### config.mk
export PLATFORM = sky130hd
export DESIGN_NAME = lcd_bias_rail_sequencer
export DESIGN_NICKNAME = d
export VERILOG_FILES = /design/src/rtl/lcd_bias_pkg.sv /design/src/rtl/lcd_bias_rail_sequencer.sv
export SDC_FILE = /design/constraint.sdc
export NUM_CORES = 1
export LEC_CHECK = 0
export ABC_AREA = 1
export BUFFER_PORTS_ARGS = -buffer_cell sky130_fd_sc_hd__buf_2
export CORE_UTILIZATION = 30
export DETAILED_ROUTE_END_ITERATION = 10
export SLEW_MARGIN = 15
export SYNTH_ARGS = -nofsm -noshare
export SYNTH_HDL_FRONTEND = slang
export SYNTH_SLANG_ARGS = --single-unit
### constraint.sdc
create_clock -name mclk -period 8.62 [get_ports mclk]
set_input_delay 1.724 -clock mclk [delete_from_list [all_inputs] [get_ports mclk]]
set_output_delay 1.724 -clock mclk [all_outputs]
set_load 0.02 [all_outputs]
### src/rtl/lcd_bias_pkg.sv
// constants, carrier structs and state layout for the bias rail sequencer
package lcd_bias_pkg;
    // ==========================================================
    // timing
    localparam int unsigned CLK_PERIOD_NS = 25;
    localparam int unsigned TICK_NS       = 1000;
    localparam int unsigned TICK_CYCLES   = (TICK_NS + CLK_PERIOD_NS - 1) / CLK_PERIOD_NS;
    localparam int unsigned US_PER_MS     = 1000;
    localparam int unsigned FAULT_FILTER_MS    = 50;
    localparam int unsigned FAULT_FILTER_TICKS = FAULT_FILTER_MS * US_PER_MS;
    localparam int unsigned RAMP_STEP     = 256;
    // cycles after a ramp ends before its comparators are trusted (covers the synchroniser)
    localparam int unsigned SETTLE_CYCLES = 3;
    typedef logic [16:0] time_t;
    typedef logic [5:0]  tick_t;
    typedef logic [7:0]  level_t;
    // ==========================================================
    // rails and programmable times
    localparam int unsigned NUM_RAILS = 3;
    localparam int unsigned RAIL_ANALOG = 0;
    localparam int unsigned RAIL_GATE_LOW = 1;
    localparam int unsigned RAIL_GATE_HIGH = 2;
    localparam int unsigned NUM_TIMES = 7;
    localparam int unsigned T_ANALOG_DLY = 0;
    localparam int unsigned T_ANALOG_SS  = 1;
    localparam int unsigned T_GL_DLY     = 2;
    localparam int unsigned T_GL_SS      = 3;
    localparam int unsigned T_GH_SS      = 4;
    localparam int unsigned T_SHAPE_DLY  = 5;
    localparam int unsigned T_RST_HOLD   = 6;
    localparam int unsigned TIME_MIN_US [NUM_TIMES] = '{0, 500, 0, 0, 256, 0, 0};
    localparam int unsigned TIME_MAX_MS [NUM_TIMES] = '{75, 75, 35, 35, 35, 35, 15};
    localparam int unsigned RAMP_TIME_IDX [NUM_RAILS] = '{T_ANALOG_SS, T_GL_SS, T_GH_SS};
    localparam logic [NUM_TIMES-1:0][16:0] TIMES_RESET = {17'h02710, 17'h003E8, 17'h00800,
                                                          17'h007D0, 17'h003E8, 17'h01388, 17'h02710};
    // ==========================================================
    // register map and fields (32-bit words)
    typedef logic [7:0] addr_t;
    localparam addr_t ADDR_RAIL_CFG  = 8'h00;
    localparam addr_t ADDR_TIME_BASE = 8'h04;
    localparam addr_t ADDR_STATUS    = 8'h20;
    localparam int unsigned CFG_FREQ_LSB = 0;
    localparam int unsigned CFG_AN_LSB   = 4;
    localparam int unsigned CFG_GH_LSB   = 12;
    localparam int unsigned CFG_GL_LSB   = 16;
    localparam int unsigned CFG_THR_LSB  = 24;
    localparam int unsigned ST_SEQ_LSB   = 0;
    localparam int unsigned ST_RST_BIT   = 4;
    localparam int unsigned ST_DONE_LSB  = 8;
    localparam int unsigned ST_UV_LSB    = 12;
    localparam int unsigned ST_SC_LSB    = 16;
    localparam int unsigned ST_UVLO_BIT  = 20;
    // ==========================================================
    // types
    typedef enum logic [1:0] {FREQ_400K = 2'h0, FREQ_600K = 2'h1, FREQ_800K = 2'h2, FREQ_1M = 2'h3} freq_e;
    typedef enum logic [2:0] {
        S_RESET_HOLD = 3'h0, S_ANALOG_DLY = 3'h1, S_GL_DLY = 3'h3, S_GL_RAMP = 3'h2,
        S_GH_RAMP = 3'h6, S_SHAPE_DLY = 3'h7, S_RUN = 3'h5, S_DOWN = 3'h4
    } seq_e;
    typedef struct packed {
        addr_t       addr;
        logic [31:0] wdata;
        logic        wr;
        logic        rd;
    } reg_bus_s;
    typedef struct packed {
        logic                 uvlo;
        logic                 discharge_threshold_sel_low;
        logic                 logic_ready;
        logic [NUM_RAILS-1:0] under70;
        logic [NUM_RAILS-1:0] short30;
        logic                 shaping;
    } sense_s;
    typedef struct packed {
        freq_e      freq_sel;
        logic [4:0] analog_code;
        logic [3:0] gate_high_code;
        logic [3:0] gate_low_code;
        logic [2:0] threshold_sel;
    } rail_cfg_s;
    typedef struct packed {
        logic [NUM_RAILS-1:0]        en;
        logic [NUM_RAILS-1:0][7:0]   ref_level;
        logic                        analog_discharge;
        logic                        gate_low_discharge;
    } rail_drive_s;
    typedef struct packed {
        logic pass;
        logic dis_a;
        logic dis_b;
        logic clamp;
    } switch_s;
    typedef struct packed {
        sense_s                        sync1;
        sense_s                        sync2;
        seq_e                          seq;
        tick_t                         tick_cnt;
        time_t                         delay_cnt;
        logic [NUM_TIMES-1:0][16:0]    times;
        rail_cfg_s                     cfg;
        logic [NUM_RAILS-1:0][16:0]    ramp_elapsed;
        logic [NUM_RAILS-1:0][16:0]    ramp_acc;
        logic [NUM_RAILS-1:0][7:0]     level;
        logic [NUM_RAILS-1:0]          ramp_done;
        logic [NUM_RAILS-1:0][16:0]    filt_cnt;
        logic [NUM_RAILS-1:0]          fault_uv;
        logic [NUM_RAILS-1:0]          fault_sc;
        logic                          shape_prev;
        logic                          shape_dis;
        switch_s                       sw;
        logic                          rst_released;
        logic                          panel_low;
        logic [31:0]                   rdata;
    } seq_state_s;
endpackage

### src/rtl/lcd_bias_rail_sequencer.sv
// bias rail sequencing, fault supervision, gate shaping switches and register port
//
// The address map and strobed register access were decided locally.
module lcd_bias_rail_sequencer #(
    parameter int unsigned FAULT_FILTER_TICKS = lcd_bias_pkg::FAULT_FILTER_TICKS
) (
    input  wire  logic                      mclk,
    input  wire  logic                      rst_n,
    input  wire  lcd_bias_pkg::reg_bus_s    bus,
    output logic [31:0]                     reg_rdata,
    input  wire  lcd_bias_pkg::sense_s      sense_in,
    output lcd_bias_pkg::rail_cfg_s         rail_cfg,
    output lcd_bias_pkg::rail_drive_s       rail_drive,
    output lcd_bias_pkg::switch_s           shaping_switches,
    output logic                            panel_discharge_n_o,
    output logic                            panel_discharge_n_oe,
    output logic                            sys_reset_n_o,
    output logic                            sys_reset_n_oe,
    output logic                            fault_shutdown
);
    import lcd_bias_pkg::*;

    seq_state_s           cur;
    seq_state_s           nxt;
    logic [NUM_RAILS-1:0] rail_en;

    // ==========================================================
    // helpers
    function automatic time_t clamp_time(input int unsigned idx, input time_t v);
        time_t lo;
        time_t hi;
        lo = time_t'(TIME_MIN_US[idx]);
        hi = time_t'(TIME_MAX_MS[idx] * US_PER_MS);
        if (v < lo) begin
            return lo;
        end
        if (v > hi) begin
            return hi;
        end
        return v;
    endfunction

    function automatic logic [NUM_RAILS-1:0] enables(input seq_e s);
        logic [NUM_RAILS-1:0] e;
        e = '0;
        case (s)
            S_GL_DLY: begin
                e = 3'h1;
            end
            S_GL_RAMP: begin
                e = 3'h3;
            end
            S_GH_RAMP, S_SHAPE_DLY, S_RUN: begin
                e = 3'h7;
            end
            default: begin
                e = '0;
            end
        endcase
        return e;
    endfunction

    assign rail_en = enables(cur.seq);

    // ==========================================================
    // next state
    always_comb begin
        sense_s s;
        logic   tick;
        logic   fault_any;
        logic   count_en;
        time_t  lim;
        seq_e   target;
        time_t  ss;
        time_t  acc_sum;
        logic [NUM_RAILS-1:0] watch;
        s = cur.sync2;
        tick = 1'b0;
        fault_any = 1'b0;
        count_en = 1'b0;
        lim = '0;
        target = cur.seq;
        ss = '0;
        acc_sum = '0;
        watch = '0;
        nxt = cur;

        // the first stage feeds only the second
        nxt.sync1 = sense_in;
        nxt.sync2 = cur.sync1;

        tick = (cur.tick_cnt == tick_t'(TICK_CYCLES - 1));
        nxt.tick_cnt = tick ? '0 : cur.tick_cnt + 1'b1;

        // register writes; times are clamped to their legal span
        if (bus.wr) begin
            if (bus.addr == ADDR_RAIL_CFG) begin
                nxt.cfg.freq_sel = freq_e'(bus.wdata[CFG_FREQ_LSB +: 2]);
                nxt.cfg.analog_code = bus.wdata[CFG_AN_LSB +: 5];
                nxt.cfg.gate_high_code = bus.wdata[CFG_GH_LSB +: 4];
                nxt.cfg.gate_low_code = bus.wdata[CFG_GL_LSB +: 4];
                nxt.cfg.threshold_sel = bus.wdata[CFG_THR_LSB +: 3];
            end
            for (int unsigned t = 0; t < NUM_TIMES; t++) begin
                if (bus.addr == addr_t'(ADDR_TIME_BASE + 4 * t)) begin
                    nxt.times[t] = clamp_time(t, bus.wdata[16:0]);
                end
            end
        end

        // read data stands for exactly one cycle
        nxt.rdata = '0;
        if (bus.rd) begin
            if (bus.addr == ADDR_RAIL_CFG) begin
                nxt.rdata[CFG_FREQ_LSB +: 2] = cur.cfg.freq_sel;
                nxt.rdata[CFG_AN_LSB +: 5] = cur.cfg.analog_code;
                nxt.rdata[CFG_GH_LSB +: 4] = cur.cfg.gate_high_code;
                nxt.rdata[CFG_GL_LSB +: 4] = cur.cfg.gate_low_code;
                nxt.rdata[CFG_THR_LSB +: 3] = cur.cfg.threshold_sel;
            end
            if (bus.addr == ADDR_STATUS) begin
                nxt.rdata[ST_SEQ_LSB +: 3] = cur.seq;
                nxt.rdata[ST_RST_BIT] = cur.rst_released;
                nxt.rdata[ST_DONE_LSB +: 3] = cur.ramp_done;
                nxt.rdata[ST_UV_LSB +: 3] = cur.fault_uv;
                nxt.rdata[ST_SC_LSB +: 3] = cur.fault_sc;
                nxt.rdata[ST_UVLO_BIT] = s.uvlo;
            end
            for (int unsigned t = 0; t < NUM_TIMES; t++) begin
                if (bus.addr == addr_t'(ADDR_TIME_BASE + 4 * t)) begin
                    nxt.rdata[16:0] = cur.times[t];
                end
            end
        end

        // ======================================================
        // soft-start ramps: level climbs 0..255 across the programmed time
        for (int unsigned i = 0; i < NUM_RAILS; i++) begin
            ss = cur.times[RAMP_TIME_IDX[i]];
            if (!rail_en[i]) begin
                nxt.ramp_elapsed[i] = '0;
                nxt.ramp_acc[i] = '0;
                nxt.level[i] = '0;
                nxt.ramp_done[i] = 1'b0;
            end else if (!cur.ramp_done[i]) begin
                if (ss == '0) begin
                    nxt.ramp_done[i] = 1'b1;
                    nxt.level[i] = 8'hFF;
                    nxt.ramp_elapsed[i] = '0;
                end else if (tick) begin
                    nxt.ramp_elapsed[i] = cur.ramp_elapsed[i] + 1'b1;
                    acc_sum = cur.ramp_acc[i] + time_t'(RAMP_STEP);
                    // at most one step per tick; short ramps finish by the forced end
                    if (acc_sum >= ss) begin
                        nxt.ramp_acc[i] = acc_sum - ss;
                        if (cur.level[i] != 8'hFF) begin
                            nxt.level[i] = cur.level[i] + 1'b1;
                        end
                    end else begin
                        nxt.ramp_acc[i] = acc_sum;
                    end
                    if (cur.ramp_elapsed[i] + 1'b1 >= ss) begin
                        nxt.ramp_done[i] = 1'b1;
                        nxt.level[i] = 8'hFF;
                        nxt.ramp_elapsed[i] = '0;
                    end
                end
            end else if (cur.ramp_elapsed[i] < time_t'(SETTLE_CYCLES)) begin
                // synchronised comparators still show the ramp for a few cycles; a false short would latch
                nxt.ramp_elapsed[i] = cur.ramp_elapsed[i] + 1'b1;
            end
        end

        // ======================================================
        // supervision; faults are sticky and only rst_n clears them
        for (int unsigned i = 0; i < NUM_RAILS; i++) begin
            watch[i] = cur.ramp_done[i] && rail_en[i] && (cur.ramp_elapsed[i] >= time_t'(SETTLE_CYCLES));
            if (watch[i] && s.short30[i]) begin
                nxt.fault_sc[i] = 1'b1;
            end
            if (watch[i] && s.under70[i]) begin
                if (tick) begin
                    if (cur.filt_cnt[i] >= time_t'(FAULT_FILTER_TICKS)) begin
                        nxt.fault_uv[i] = 1'b1;
                    end else begin
                        nxt.filt_cnt[i] = cur.filt_cnt[i] + 1'b1;
                    end
                end
            end else begin
                nxt.filt_cnt[i] = '0;
            end
        end
        fault_any = (|cur.fault_uv) || (|cur.fault_sc);

        // ======================================================
        // sequence
        case (cur.seq)
            S_RESET_HOLD: begin
                count_en = s.logic_ready;
                lim = cur.times[T_RST_HOLD];
                target = S_ANALOG_DLY;
            end
            S_ANALOG_DLY: begin
                count_en = 1'b1;
                lim = cur.times[T_ANALOG_DLY];
                target = S_GL_DLY;
            end
            S_GL_DLY: begin
                count_en = 1'b1;
                lim = cur.times[T_GL_DLY];
                target = S_GL_RAMP;
            end
            S_GL_RAMP: begin
                if (cur.ramp_done[RAIL_GATE_LOW]) begin
                    nxt.seq = S_GH_RAMP;
                end
            end
            S_GH_RAMP: begin
                if (cur.ramp_done[RAIL_GATE_HIGH]) begin
                    nxt.seq = S_SHAPE_DLY;
                end
            end
            S_SHAPE_DLY: begin
                count_en = 1'b1;
                lim = cur.times[T_SHAPE_DLY];
                target = S_RUN;
            end
            S_RUN: begin
                nxt.seq = S_RUN;
            end
            S_DOWN: begin
                // a fault keeps the chip down until the next power-on reset
                if (!s.uvlo && !fault_any) begin
                    nxt.seq = S_RESET_HOLD;
                end
            end
            default: begin
                nxt.seq = S_DOWN;
            end
        endcase

        if (count_en) begin
            if (cur.delay_cnt >= lim) begin
                nxt.seq = target;
                nxt.delay_cnt = '0;
            end else if (tick) begin
                nxt.delay_cnt = cur.delay_cnt + 1'b1;
            end
        end
        if (cur.seq == S_RESET_HOLD && nxt.seq == S_ANALOG_DLY) begin
            nxt.rst_released = 1'b1;
        end
        if (s.uvlo || fault_any) begin
            nxt.seq = S_DOWN;
            nxt.delay_cnt = '0;
            nxt.rst_released = 1'b0;
        end

        // ======================================================
        // gate shaping switches
        nxt.shape_prev = s.shaping;
        if (cur.seq == S_RUN && cur.shape_prev && !s.shaping) begin
            nxt.shape_dis = 1'b1;
        end
        if (cur.seq != S_RUN || s.shaping) begin
            nxt.shape_dis = 1'b0;
        end
        nxt.sw = '0;
        case (cur.seq)
            S_RUN: begin
                if (s.shaping) begin
                    nxt.sw.pass = 1'b1;
                end else if (nxt.shape_dis) begin
                    nxt.sw.dis_a = 1'b1;
                    nxt.sw.dis_b = 1'b1;
                end
            end
            S_DOWN: begin
                nxt.sw.pass = 1'b1;
            end
            default: begin
                nxt.sw.clamp = 1'b1;
            end
        endcase

        nxt.panel_low = s.discharge_threshold_sel_low;
    end

    // ==========================================================
    // state register
    always_ff @(posedge mclk or negedge rst_n) begin
        if (!rst_n) begin
            cur <= '0;
            cur.seq <= S_RESET_HOLD;
            cur.times <= TIMES_RESET;
            cur.sw.clamp <= 1'b1;
        end else begin
            cur <= nxt;
        end
    end

    // ==========================================================
    // outputs
    assign reg_rdata = cur.rdata;
    assign rail_cfg = cur.cfg;
    assign rail_drive = '{
        en:                 rail_en,
        ref_level:          cur.level,
        analog_discharge:   !rail_en[RAIL_ANALOG],
        gate_low_discharge: (cur.seq == S_DOWN)
    };
    assign shaping_switches = cur.sw;
    assign panel_discharge_n_o = 1'b0;
    assign panel_discharge_n_oe = cur.panel_low;
    assign sys_reset_n_o = 1'b0;
    assign sys_reset_n_oe = !cur.rst_released;
    assign fault_shutdown = (|cur.fault_uv) || (|cur.fault_sc);

endmodule // lcd_bias_rail_sequencer

Yosys cells after proc, flatten, opt, wreduce, memory -nomap -nowiden
Cells that the tools add are included.
Widths: inputs -> output; s select.
{"block": "word_totals", "mem_bits_ro": 0, "inputBits": 54, "latch_bits": 0, "output_inout_bits": 88, "elab_cells": 392, "memories": 0, "register_bits": 401, "ram_bits": 0}
{"block": "op_classes", "n_eq_ne": 51, "reduce_logical": 61, "bitwise_logic": 0, "shifts": 0, "n_mux": 186, "order_cmp": 22, "multipliers": 0, "div": 0, "n_addsub": 17}
{"op": "$mux 17", "n": 75}
{"op": "$mux 8", "n": 22}
{"op": "$add 17x1->17 const B", "n": 7}
{"op": "$ge 17x17->1", "n": 7}
{"op": "$pmux 17 s4", "n": 1}
{"op": "$mux 1", "n": 64}
{"op": "$add 17x9->17 const B", "n": 3}
{"op": "$ge 17x16->1 const B", "n": 3}
{"op": "$ge 17x2->1 const B", "n": 3}
{"op": "$logic_not 17->1", "n": 3}
{"op": "$lt 17x2->1 const B", "n": 3}
{"op": "$sub 17x17->17", "n": 3}
{"op": "$mux 3", "n": 12}
{"op": "$lt 17x9->1 const B", "n": 2}
{"op": "$eq 8x5->1 const B", "n": 4}
{"op": "$reduce_and 2->1", "n": 15}
{"op": "$add 8x1->8 const B", "n": 3}
{"op": "$ne 2x2->1 const B", "n": 12}
{"op": "$ne 4x1->1 const B", "n": 6}
{"op": "$ne 8x8->1 const B", "n": 3}
{"op": "$pmux 3 s4", "n": 2}
{"op": "$mux 21", "n": 1}
{"op": "$reduce_and 3->1", "n": 6}
{"op": "$gt 17x14->1 const B", "n": 1}
{"op": "other kinds (31)", "n": 76}

Longest topological paths before layout
Gate-level depths: netlist of run 1.
{"block": "logic_depth", "depth_word": 12, "mapped_depth": 24, "ltp_nobuf": 23}

Least setup slack after synthesis of run 1
Ideal clock, no wire load.
{"block": "synth_path", "path_kind": "register -> register", "startpoint": "register cur[175] in the netlist's numbering", "endpoint": "register cur, in the netlist rail_drive[9]", "stages_incl_launch_ff": 20, "path_buffers": 1, "period_less_slack_ns": 3.161, "setup_ns": 0.123, "slack_ns": 5.459, "required_time_ns": 8.497, "arrival_time_ns": 3.037, "cell_sequence": "dfrtp_1 > ha_1 > nand2_1 > nor2_1 > nand4_1 > nor2_1 > nor4b_1 > xnor2_1 > inv_1 > ha_1 > nand4_1 > nor3_1 > nand4_1 > nand4_1 > inv_1 > nand3_1 > nand3_2 > buf_4 > nand2_1 > o21ai_2"}
{"block": "synth_via", "elab_chain_len": 7, "word_cells_on_any_way": 10, "cone_classes": "1 x add/sub; 1 x order compare; 2 x eq/ne; 5 x mux; 1 x reduce/logical"}
{"element": "start: declaration", "line_no": "lcd_bias_rail_sequencer.sv:23", "rtl": "seq_state_s cur;"}
{"element": "start signal: assignment", "line_no": "lcd_bias_rail_sequencer.sv:298", "rtl": "cur <= nxt;"}
{"element": "$add 17x1->17 (*)", "line_no": "lcd_bias_rail_sequencer.sv:162", "rtl": "if (cur.ramp_elapsed[i] + 1'b1 >= ss) begin"}
{"element": "$ge 17x17->1 (*)", "line_no": "lcd_bias_rail_sequencer.sv:162"}
{"element": "$mux 8", "line_no": "lcd_bias_rail_sequencer.sv:162"}
{"element": "$mux 8", "line_no": "lcd_bias_rail_sequencer.sv:150", "rtl": "end else if (tick) begin"}
{"element": "$mux 8", "line_no": "lcd_bias_rail_sequencer.sv:146", "rtl": "if (ss == '0) begin"}
{"element": "$mux 8", "line_no": "lcd_bias_rail_sequencer.sv:145", "rtl": "end else if (!cur.ramp_done[i]) begin"}
{"element": "$mux 8", "line_no": "lcd_bias_rail_sequencer.sv:140", "rtl": "if (!rail_en[i]) begin"}
Every way passes the cells marked *; elsewhere a longest branch is shown, timed or not. The select of a mux whose other input is x is not followed.
A chain may end at the register's enable or synchronous reset.

Worst setup path after layout of run 1
{"block": "layout_path", "startpoint": "input port bus[34] in the netlist's numbering", "endpoint": "register cur[267] in the netlist's numbering"}
{"block": "layout_via", "elab_chain_len": 2}
{"element": "start: declaration", "line_no": "lcd_bias_rail_sequencer.sv:9", "rtl": "input wire lcd_bias_pkg::reg_bus_s bus,"}
{"element": "$eq 8x4->1", "line_no": "lcd_bias_rail_sequencer.sv:105", "rtl": "if (bus.addr == addr_t'(ADDR_TIME_BASE + 4 * t)) begin"}
{"element": "$reduce_and 2->1 (no source line)"}
Every way passes these cells.

==> results of run 1 <==
==> state kept, by name (all words and copies together) (netlist names) <==
register / flops
cur: 330
reg_rdata: 24
rail_drive: 24
shaping_switches: 3
rail_cfg: 18
panel_discharge_n_oe: 1
==> final timing paths <==
kind	from	to	slack, ns	cells after the start
max	bus[34]	cur[267]$_DFFE_PN0P_	4.17	11
min	cur[402]$_DFF_PN0_	cur[392]$_DFF_PN0_	0.35	0
max reg2reg	cur[209]$_DFFE_PN0P_	cur[216]$_DFFE_PN0P_	4.51	17
min reg2reg	cur[402]$_DFF_PN0_	cur[392]$_DFF_PN0_	0.35	0
max in group asynchronous	rst_n	cur[392]$_DFF_PN0_	6.02	2
min in group asynchronous	rst_n	cur[187]$_DFFE_PN0P_	1.18	1
==> power groups by stage <==
stage	clock network, W	logic [W]	registers (W)
global placement	0	0.000309	0.00198
global route	0.00231	0.000350	0.00195
floorplan	0	0.000190	0.00197
finish	0.00219	0.000313	0.00195
detailed placement	0	0.000312	0.00198
CTS	0.00225	0.000313	0.00195
==> placed cells by master (no fill, tap or decap), types with 6 or more instances in the layout <==
| master | count |
|---|---|
| clkbuf_8 | 12 |
| xnor2_1 | 38 |
| o31ai_1 | 15 |
| nor3_2 | 6 |
| clkbuf_16 | 50 |
| or2_2 | 6 |
| dfrtp_1 | 365 |
| conb_1 | 10 |
| nor4_1 | 16 |
| buf_2 | 121 |
| nand3b_1 | 10 |
| o22ai_1 | 34 |
| o211ai_1 | 17 |
| nand4_1 | 72 |
| dfstp_2 | 35 |
| nor2_2 | 8 |
| nand3_1 | 175 |
| o21ai_0 | 267 |
| clkbuf_1 | 8 |
| clkinv_2 | 15 |
| nor2_4 | 7 |
| a21oi_1 | 184 |
| o2111ai_1 | 11 |
| a221oi_1 | 20 |
| o21ai_2 | 15 |
| xor2_1 | 87 |
| diode_2 | 9 |
| inv_1 | 413 |
| nor3_1 | 58 |
| o21ai_1 | 32 |
| ha_1 | 136 |
| nand2_2 | 8 |
| nor2_1 | 219 |
| a21o_1 | 14 |
| nand2_1 | 751 |
| inv_2 | 19 |
| a22oi_1 | 11 |
==> final cells by class <==
| class | instances | area, um2 | area share, % |
|---|---|---|---|
| inverter | 435 | 1640 | 5.85 |
| clock buffer | 70 | 1450 | 5.17 |
| sequential | 400 | 10100 | 35.9 |
| multi-input combinational | 2277 | 12500 | 44.8 |
| clock inverter | 22 | 262 | 0.935 |
| timing repair buffer | 128 | 691 | 2.47 |
| tap | 1070 | 1340 | 4.79 |
| antenna | 9 | 22.5 | 0.0805 |
==> synth_stat cells, types with 2 or more instances <==
cell	count
o32ai_1	2
o2111ai_1	11
nor3_2	6
buf_2	21
a22oi_1	11
a21oi_1	184
xor2_1	87
o22ai_1	34
dfrtp_1	365
a221oi_1	20
nand2_1	751
nor2_1	219
o21ai_2	16
nor4_1	16
nand4_1	72
o21ai_1	31
o21ai_0	268
nand3b_1	10
o21bai_1	5
buf_6	4
nor3_1	58
nand2_2	8
nand3_2	4
dfstp_2	35
inv_1	413
a21o_1	14
nand2_4	3
clkbuf_1	35
o31ai_1	15
inv_2	19
a31oi_1	5
nor3b_1	5
or2_2	6
nor2_2	8
nand3_1	175
clkinv_1	2
ha_1	136
xnor2_1	38
buf_4	84
o211ai_1	17
o21a_1	5
a21oi_4	3
fa_1	3
nor2_4	7
==> per-layer routing <==
metal,share of wire [%],wire [um]
met1,44,33700
met2,46,34600
met3,6.5,4940
met4,3.6,2700
met5,0,0
==> per-stage QoR <==
stage / cell area, um2 / hold slack (ns) / util (%) / total power [W]
finish: 28000 / 0.346 / 34.0 / 0.00446
global route: 27900 / 0.351 / 33.9 / 0.00462
CTS: 27900 / 0.347 / 33.9 / 0.00451
detailed placement: 26200 / 0.335 / 31.8 / 0.00230
global placement: 26200 / 0.333 / 31.8 / 0.00229
floorplan: 25100 / 0.331 / - / 0.00216
==> logic make-up after synthesis <==
group                    Yosys count
XOR/XNOR                         125
multiplexers                       1
AND/OR/NAND/NOR                 1353
adder cells (fa/ha/maj)          139
AO/OA/AOI/OAI                    649
other                              1
buffers and inverters            579
flip-flops                       400
==> flow_metrics.env, run 1 <==
export IMPL_status="complete, no violations"
export IMPL_synth_compound_area_share_pct=14.8
export IMPL_synth_xor_area_share_pct=4.36
export IMPL_synthMuxAreaShare_pct=0.0449
export IMPL_synthSimpleGateAreaFrac_pct=23.5
export IMPL_rows=105
export IMPL_antenna_found_initial=2
export IMPL_tns_ns=0
export IMPL_cp_max_fo=15
export IMPL_crit_slowest_cell="nor2_1"
export IMPL_cts_sinks=400
export IMPL_path_delay_family="simple AND/OR/NAND/NOR gates"
export IMPL_gr_usage_met1_pct=23.8
export IMPL_overflow=0
export IMPL_p_sw_share_pct=25.3
export IMPL_vias=21900
export IMPL_power_frac_clock_pct=49.2
export IMPL_grtUsageTotal_pct=17.8
export IMPL_ctsRootBufferMaster="clkbuf_16"
export IMPL_cts_buffers=49
export IMPL_worst_slack_ns=4.17
export IMPL_max_slew_worst_pin_slew_ns=1.21
export IMPL_fin_crit_ns=4.45
export IMPL_hold_path_class="flip-flop to flip-flop"
export IMPL_finalCritPeriodShare_pct=51.6
export IMPL_instances_no_fill=4411
export IMPL_core_area_um2=82400
export IMPL_final_net_count=3484
export IMPL_hpwl_mm=56.5
export IMPL_synth_cells=3247
export IMPL_hold_buffers=0
export IMPL_maxCapViolations=0
export IMPL_post_place_ws_ns=3.67
export IMPL_synth_top_cell_by_area="dfrtp_1"
export IMPL_ys_ff_latch=400
export IMPL_fin_skew_ns=0.0338
export IMPL_ys_top_cells_by_area="dfrtp_1 36%, nand2_1 11%, ha_1 6.8%"
export IMPL_switchingPower_w=0.00113
export IMPL_grt_first_pass_wirelength_mm=119
export IMPL_drc_errors=0
export IMPL_clkTransAtPathRegs_ns=0.06
export IMPL_antenna_left=0
export IMPL_clock_latency_ns=0.62
export IMPL_slew_headroom_pct=18.7
export IMPL_area_growth_syn_to_layout_pct=11.5
export IMPL_p_per_area_nw_per_um2=159
export IMPL_cts_tree="yes"
export IMPL_rsz0062_at_grt="no"
export IMPL_synthDistinctLibCells=60
export IMPL_crit_chain="buf_2 > inv_1 > nand2_1 > nor3_1 > nand2_1 > nor2_1 > o21ai_0 > inv_1 > nand3_1 > o21ai_0 > inv_1"
export IMPL_wl_per_cell_um=17.2
export IMPL_syn_area_um2=25100
export IMPL_cp_common_cell="inv_1"
export IMPL_port_buffers=122
export IMPL_viasPerCell=4.97
export IMPL_cts_setup_buffers=0
export IMPL_yosys_warnings=0
export IMPL_netlist_area_leader_share_pct=36.4
export IMPL_firstDrtPassIters=6
export IMPL_synth_edf_count=0
export IMPL_hold_viol_final=0
export IMPL_p_seq_share_pct=43.8
export IMPL_io_pins=142
export IMPL_fp_dieH_um=291
export IMPL_die_width_um=291
export IMPL_async_reset_ff_share_pct=100
export IMPL_ys_flop_type="dfrtp_1"
export IMPL_drt_wl_total_mm=75.9
export IMPL_yosysSeqAreaShare_pct=40.1
export IMPL_dieArea_um2=84800
export IMPL_combinationalPowerShare_pct=7.0
export IMPL_peakVddDrop_uv=137
export IMPL_critical_path_max_stage_delay_ns=0.86
export IMPL_clock_path_buffers=3
export IMPL_critPathKind="input port to flip-flop"
export IMPL_met3_usage_pct=3.17
export IMPL_fmax_ghz=0.225
export IMPL_top_usage_layer="met2"
export IMPL_initial_utilization_pct=30.5
export IMPL_drt_iter0_drc=1803
export IMPL_synth_top_family_by_area="simple AND/OR/NAND/NOR gates"
export IMPL_htree_levels=2
export IMPL_cp_num_buf_inv=4
export IMPL_cts_resized=0
export IMPL_synth_adder_area_share_pct=7.02
export IMPL_grt_max_degree=154
export IMPL_grt_pass1_vias=20900
export IMPL_drive_gt1_share_pct=10.0
export IMPL_syn_mean_instance_area_um2=7.72
export IMPL_finalSetupViolations=0
export IMPL_crit_required_ns=9.12
export IMPL_p_int_w=0.00333
export IMPL_finalMaxSlewViolations=0
export IMPL_end_kind="flip-flop"
export IMPL_use_met2_pct=28.5
export IMPL_fillCellCount=8713
export IMPL_place_congestion=0.942
export IMPL_power_leakage_nw=13.7
export IMPL_dp_cells=4310
export IMPL_cp_arrival_ns=4.94
export IMPL_start_kind="input port"
No activity file was read; power rests on OpenSTA's default activity.
==> inputs of run 2 (changes only) <==
==> constraint.sdc (replaced) <==
create_clock -name mclk -period 4.3 [get_ports mclk]
set_input_delay 0.86 -clock mclk [delete_from_list [all_inputs] [get_ports mclk]]
set_output_delay 0.86 -clock mclk [all_outputs]
set_load 0.02 [all_outputs]
==> run 2 against run 1 <==
Effect of this change:
- wire length increased by 1.1%
- clock-buffer cell count did not move
- via count rose by 0.86%
- clock skew rose by 0.0077 ns
- combinational power up 110%
- critical path depth is 8 higher
- die area did not move
- sequential cell count is the same
- sequential power up 100%
- global-route usage rose by 0.24 points
- highest routed layer is now met5
==> flow_metrics.env, run 2 (synthesis results as in run 1) <==
export IMPL_status="complete, no violations"
export IMPL_tns_ns=0
export IMPL_critical_path_max_stage_delay_ns=0.48
export IMPL_fp_dieH_um=291
export IMPL_io_pins=142
export IMPL_finalMaxSlewViolations=0
export IMPL_cp_max_fo=15
export IMPL_cp_arrival_ns=4.35
export IMPL_drt_wl_total_mm=76.7
export IMPL_overflow=0
export IMPL_m1WireLength_mm=34.0
export IMPL_cts_sinks=400
export IMPL_hold_path_class="input port to asynchronous set/reset pin"
export IMPL_dr_wl_met3_mm=4.74
export IMPL_combinationalPowerShare_pct=6.9
export IMPL_reg2reg_from="cur[387]$_DFF_PN0_"
export IMPL_max_slew_worst_pin_slew_ns=0.973
export IMPL_clkTransAtPathRegs_ns=0.05
export IMPL_core_area_um2=82400
export IMPL_p_int_w=0.00703
export IMPL_p_seq_share_pct=41.9
export IMPL_htree_levels=2
export IMPL_place_congestion=0.931
export IMPL_wl_met2_mm=34.9
export IMPL_p_per_area_nw_per_um2=329
export IMPL_crit_start="cur[387]$_DFF_PN0_"
export IMPL_initial_utilization_pct=30.5
export IMPL_final_common_cell="nand2_1"
export IMPL_finalSetupViolations=0
export IMPL_slew_headroom_pct=35.1
export IMPL_rsz0062_at_grt="no"
export IMPL_layout_common_cells="751 x nand2_1, 413 x inv_1, 365 x dfrtp_1"
export IMPL_die_width_um=291
export IMPL_ctsRootBufferMaster="clkbuf_16"
export IMPL_cp_common_cell="nand2_1"
export IMPL_hpwl_mm=57.5
export IMPL_final_util_pct=34.5
export IMPL_drc_errors=0
export IMPL_fin_skew_ns=0.0415
export IMPL_antenna_found_initial=7
export IMPL_maxCapViolations=0
export IMPL_regMostFlops="cur"
export IMPL_viasPerCell=4.98
export IMPL_fin_crit_ns=3.85
export IMPL_power_frac_clock_pct=51.2
export IMPL_highest_layer="met5"
export IMPL_grt_pass1_vias=21200
export IMPL_placed_area_um2=26500
export IMPL_crit_chain="nor2_2 > nand2_1 > o22ai_1 > a221oi_1 > buf_4 > ha_1 > nand2_1 > nor2_1 > nand2_1 > nor2_1 > nand2_1 > nand4_1 > nand2_1 > nand2_2 > nand3_1 > nor2_1 > nand3_1 > nand2_1 > nor2_1"
export IMPL_power_leakage_nw=13.9
export IMPL_drive_gt1_share_pct=11.0
export IMPL_finalCritPeriodShare_pct=89.4
export IMPL_hold_viol_final=0
export IMPL_grt_first_pass_wirelength_mm=121
export IMPL_final_net_count=3517
export IMPL_fmax_ghz=0.260
export IMPL_clock_latency_ns=0.63
export IMPL_p_sw_share_pct=24.8
export IMPL_drt_iter0_drc=1609
export IMPL_port_buffers=122
export IMPL_rows=105
export IMPL_cts_tree="yes"
export IMPL_crit_slowest_cell="dfrtp_1"
export IMPL_area_growth_syn_to_layout_pct=13.4
export IMPL_fillCellCount=8633
export IMPL_wl_per_cell_um=17.3
export IMPL_grtUsageTotal_pct=18.0
export IMPL_switchingPower_w=0.00232
export IMPL_grt_max_degree=108
export IMPL_cp_num_buf_inv=1
export IMPL_hold_slack_ns=0.284
export IMPL_dieArea_um2=84800
export IMPL_clock_path_buffers=3
export IMPL_vias=22100
export IMPL_antenna_left=0
export IMPL_firstDrtPassIters=6
export IMPL_cts_buffers=51
export IMPL_crit_required_ns=4.80
export IMPL_design_area_um2=28400
export IMPL_largest_register_ff_count=330
export IMPL_peakVddDrop_uv=326
export IMPL_end_kind="flip-flop"
export IMPL_start_kind="flip-flop"
export IMPL_path_delay_family="simple AND/OR/NAND/NOR gates"
export IMPL_critPathKind="flip-flop to flip-flop"
[run 2: cell types whose count changed in the layout (fill, tap and decap cells not counted), moves of 2 or more]
| cell | previous run | this run |
|---|---|---|
| buf_4 | 4 | 31 |
| diode_2 | 9 | 3 |
| clkinv_2 | 15 | 10 |
| clkinvlp_4 | 0 | 3 |
| clkbuf_16 | 50 | 52 |
| buf_12 | 2 | 6 |
| nand3_4 | 0 | 2 |
| nand3_2 | 4 | 2 |
| bufinv_16 | 5 | 9 |
| clkbuf_1 | 8 | 5 |
[run 2: cell type report]
| cell class | instances | area (um2) | area share [%] |
|---|---|---|---|
| multi-input cells | 2277 | 12500 | 44.1 |
| diodes | 3 | 7.51 | 0.0264 |
| inverters | 435 | 1640 | 5.75 |
| clock inverters | 25 | 402 | 1.41 |
| well taps | 1070 | 1340 | 4.71 |
| repair buffers | 159 | 973 | 3.42 |
| clock buffers | 70 | 1500 | 5.27 |
| flip-flops and latches | 400 | 10100 | 35.3 |
[run 2: worst paths after layout]
kind | endpoint | slack (ns) | cells after the start
max | cur[378]$_DFFE_PN0P_ | 0.45 | 19
min | cur[189]$_DFFE_PN0P_ | 0.28 | 1
max reg2reg | cur[378]$_DFFE_PN0P_ | 0.45 | 19
min reg2reg | cur[398]$_DFF_PN0_ | 0.35 | 0
max in group asynchronous | rail_drive[10]$_DFFE_PN0P_ | 2.98 | 2
min in group mclk | cur[398]$_DFF_PN0_ | 0.35 | 0
[run 2: power by group through the flow]
stage                     logic, W  registers, W  clock network [W]
after floorplan           0.000382       0.00395                  0
after global placement    0.000642       0.00398                  0
after detailed placement  0.000646       0.00398                  0
after CTS                 0.000648       0.00391            0.00493
after global routing      0.000723       0.00392            0.00505
final                     0.000648       0.00392            0.00479
[run 2: layer usage]
layer,track usage (%),vias up
met1,23.8,10500
met2,29.0,644
met4,7.15,6
li1,-,10800
met3,3.16,152
met5,0,-
[run 2: stage by stage]
stage / total power, W / cells / setup WS [ns]
2_1_floorplan: 0.00433 / 3256 / 1.14
3_3_place_gp: 0.00462 / 4341 / 0.474
3_5_place_dp: 0.00462 / 4341 / 0.439
4_1_cts: 0.00949 / 4436 / 0.417
5_1_grt: 0.00969 / 4436 / 0.0222
6_report: 0.00935 / 4439 / 0.454
[run 2: repair_timing]
action	CTS	global route
setup endpoints to repair	0	8
setup buffers	0	0
hold buffers	0	0
gates resized for setup	0	2
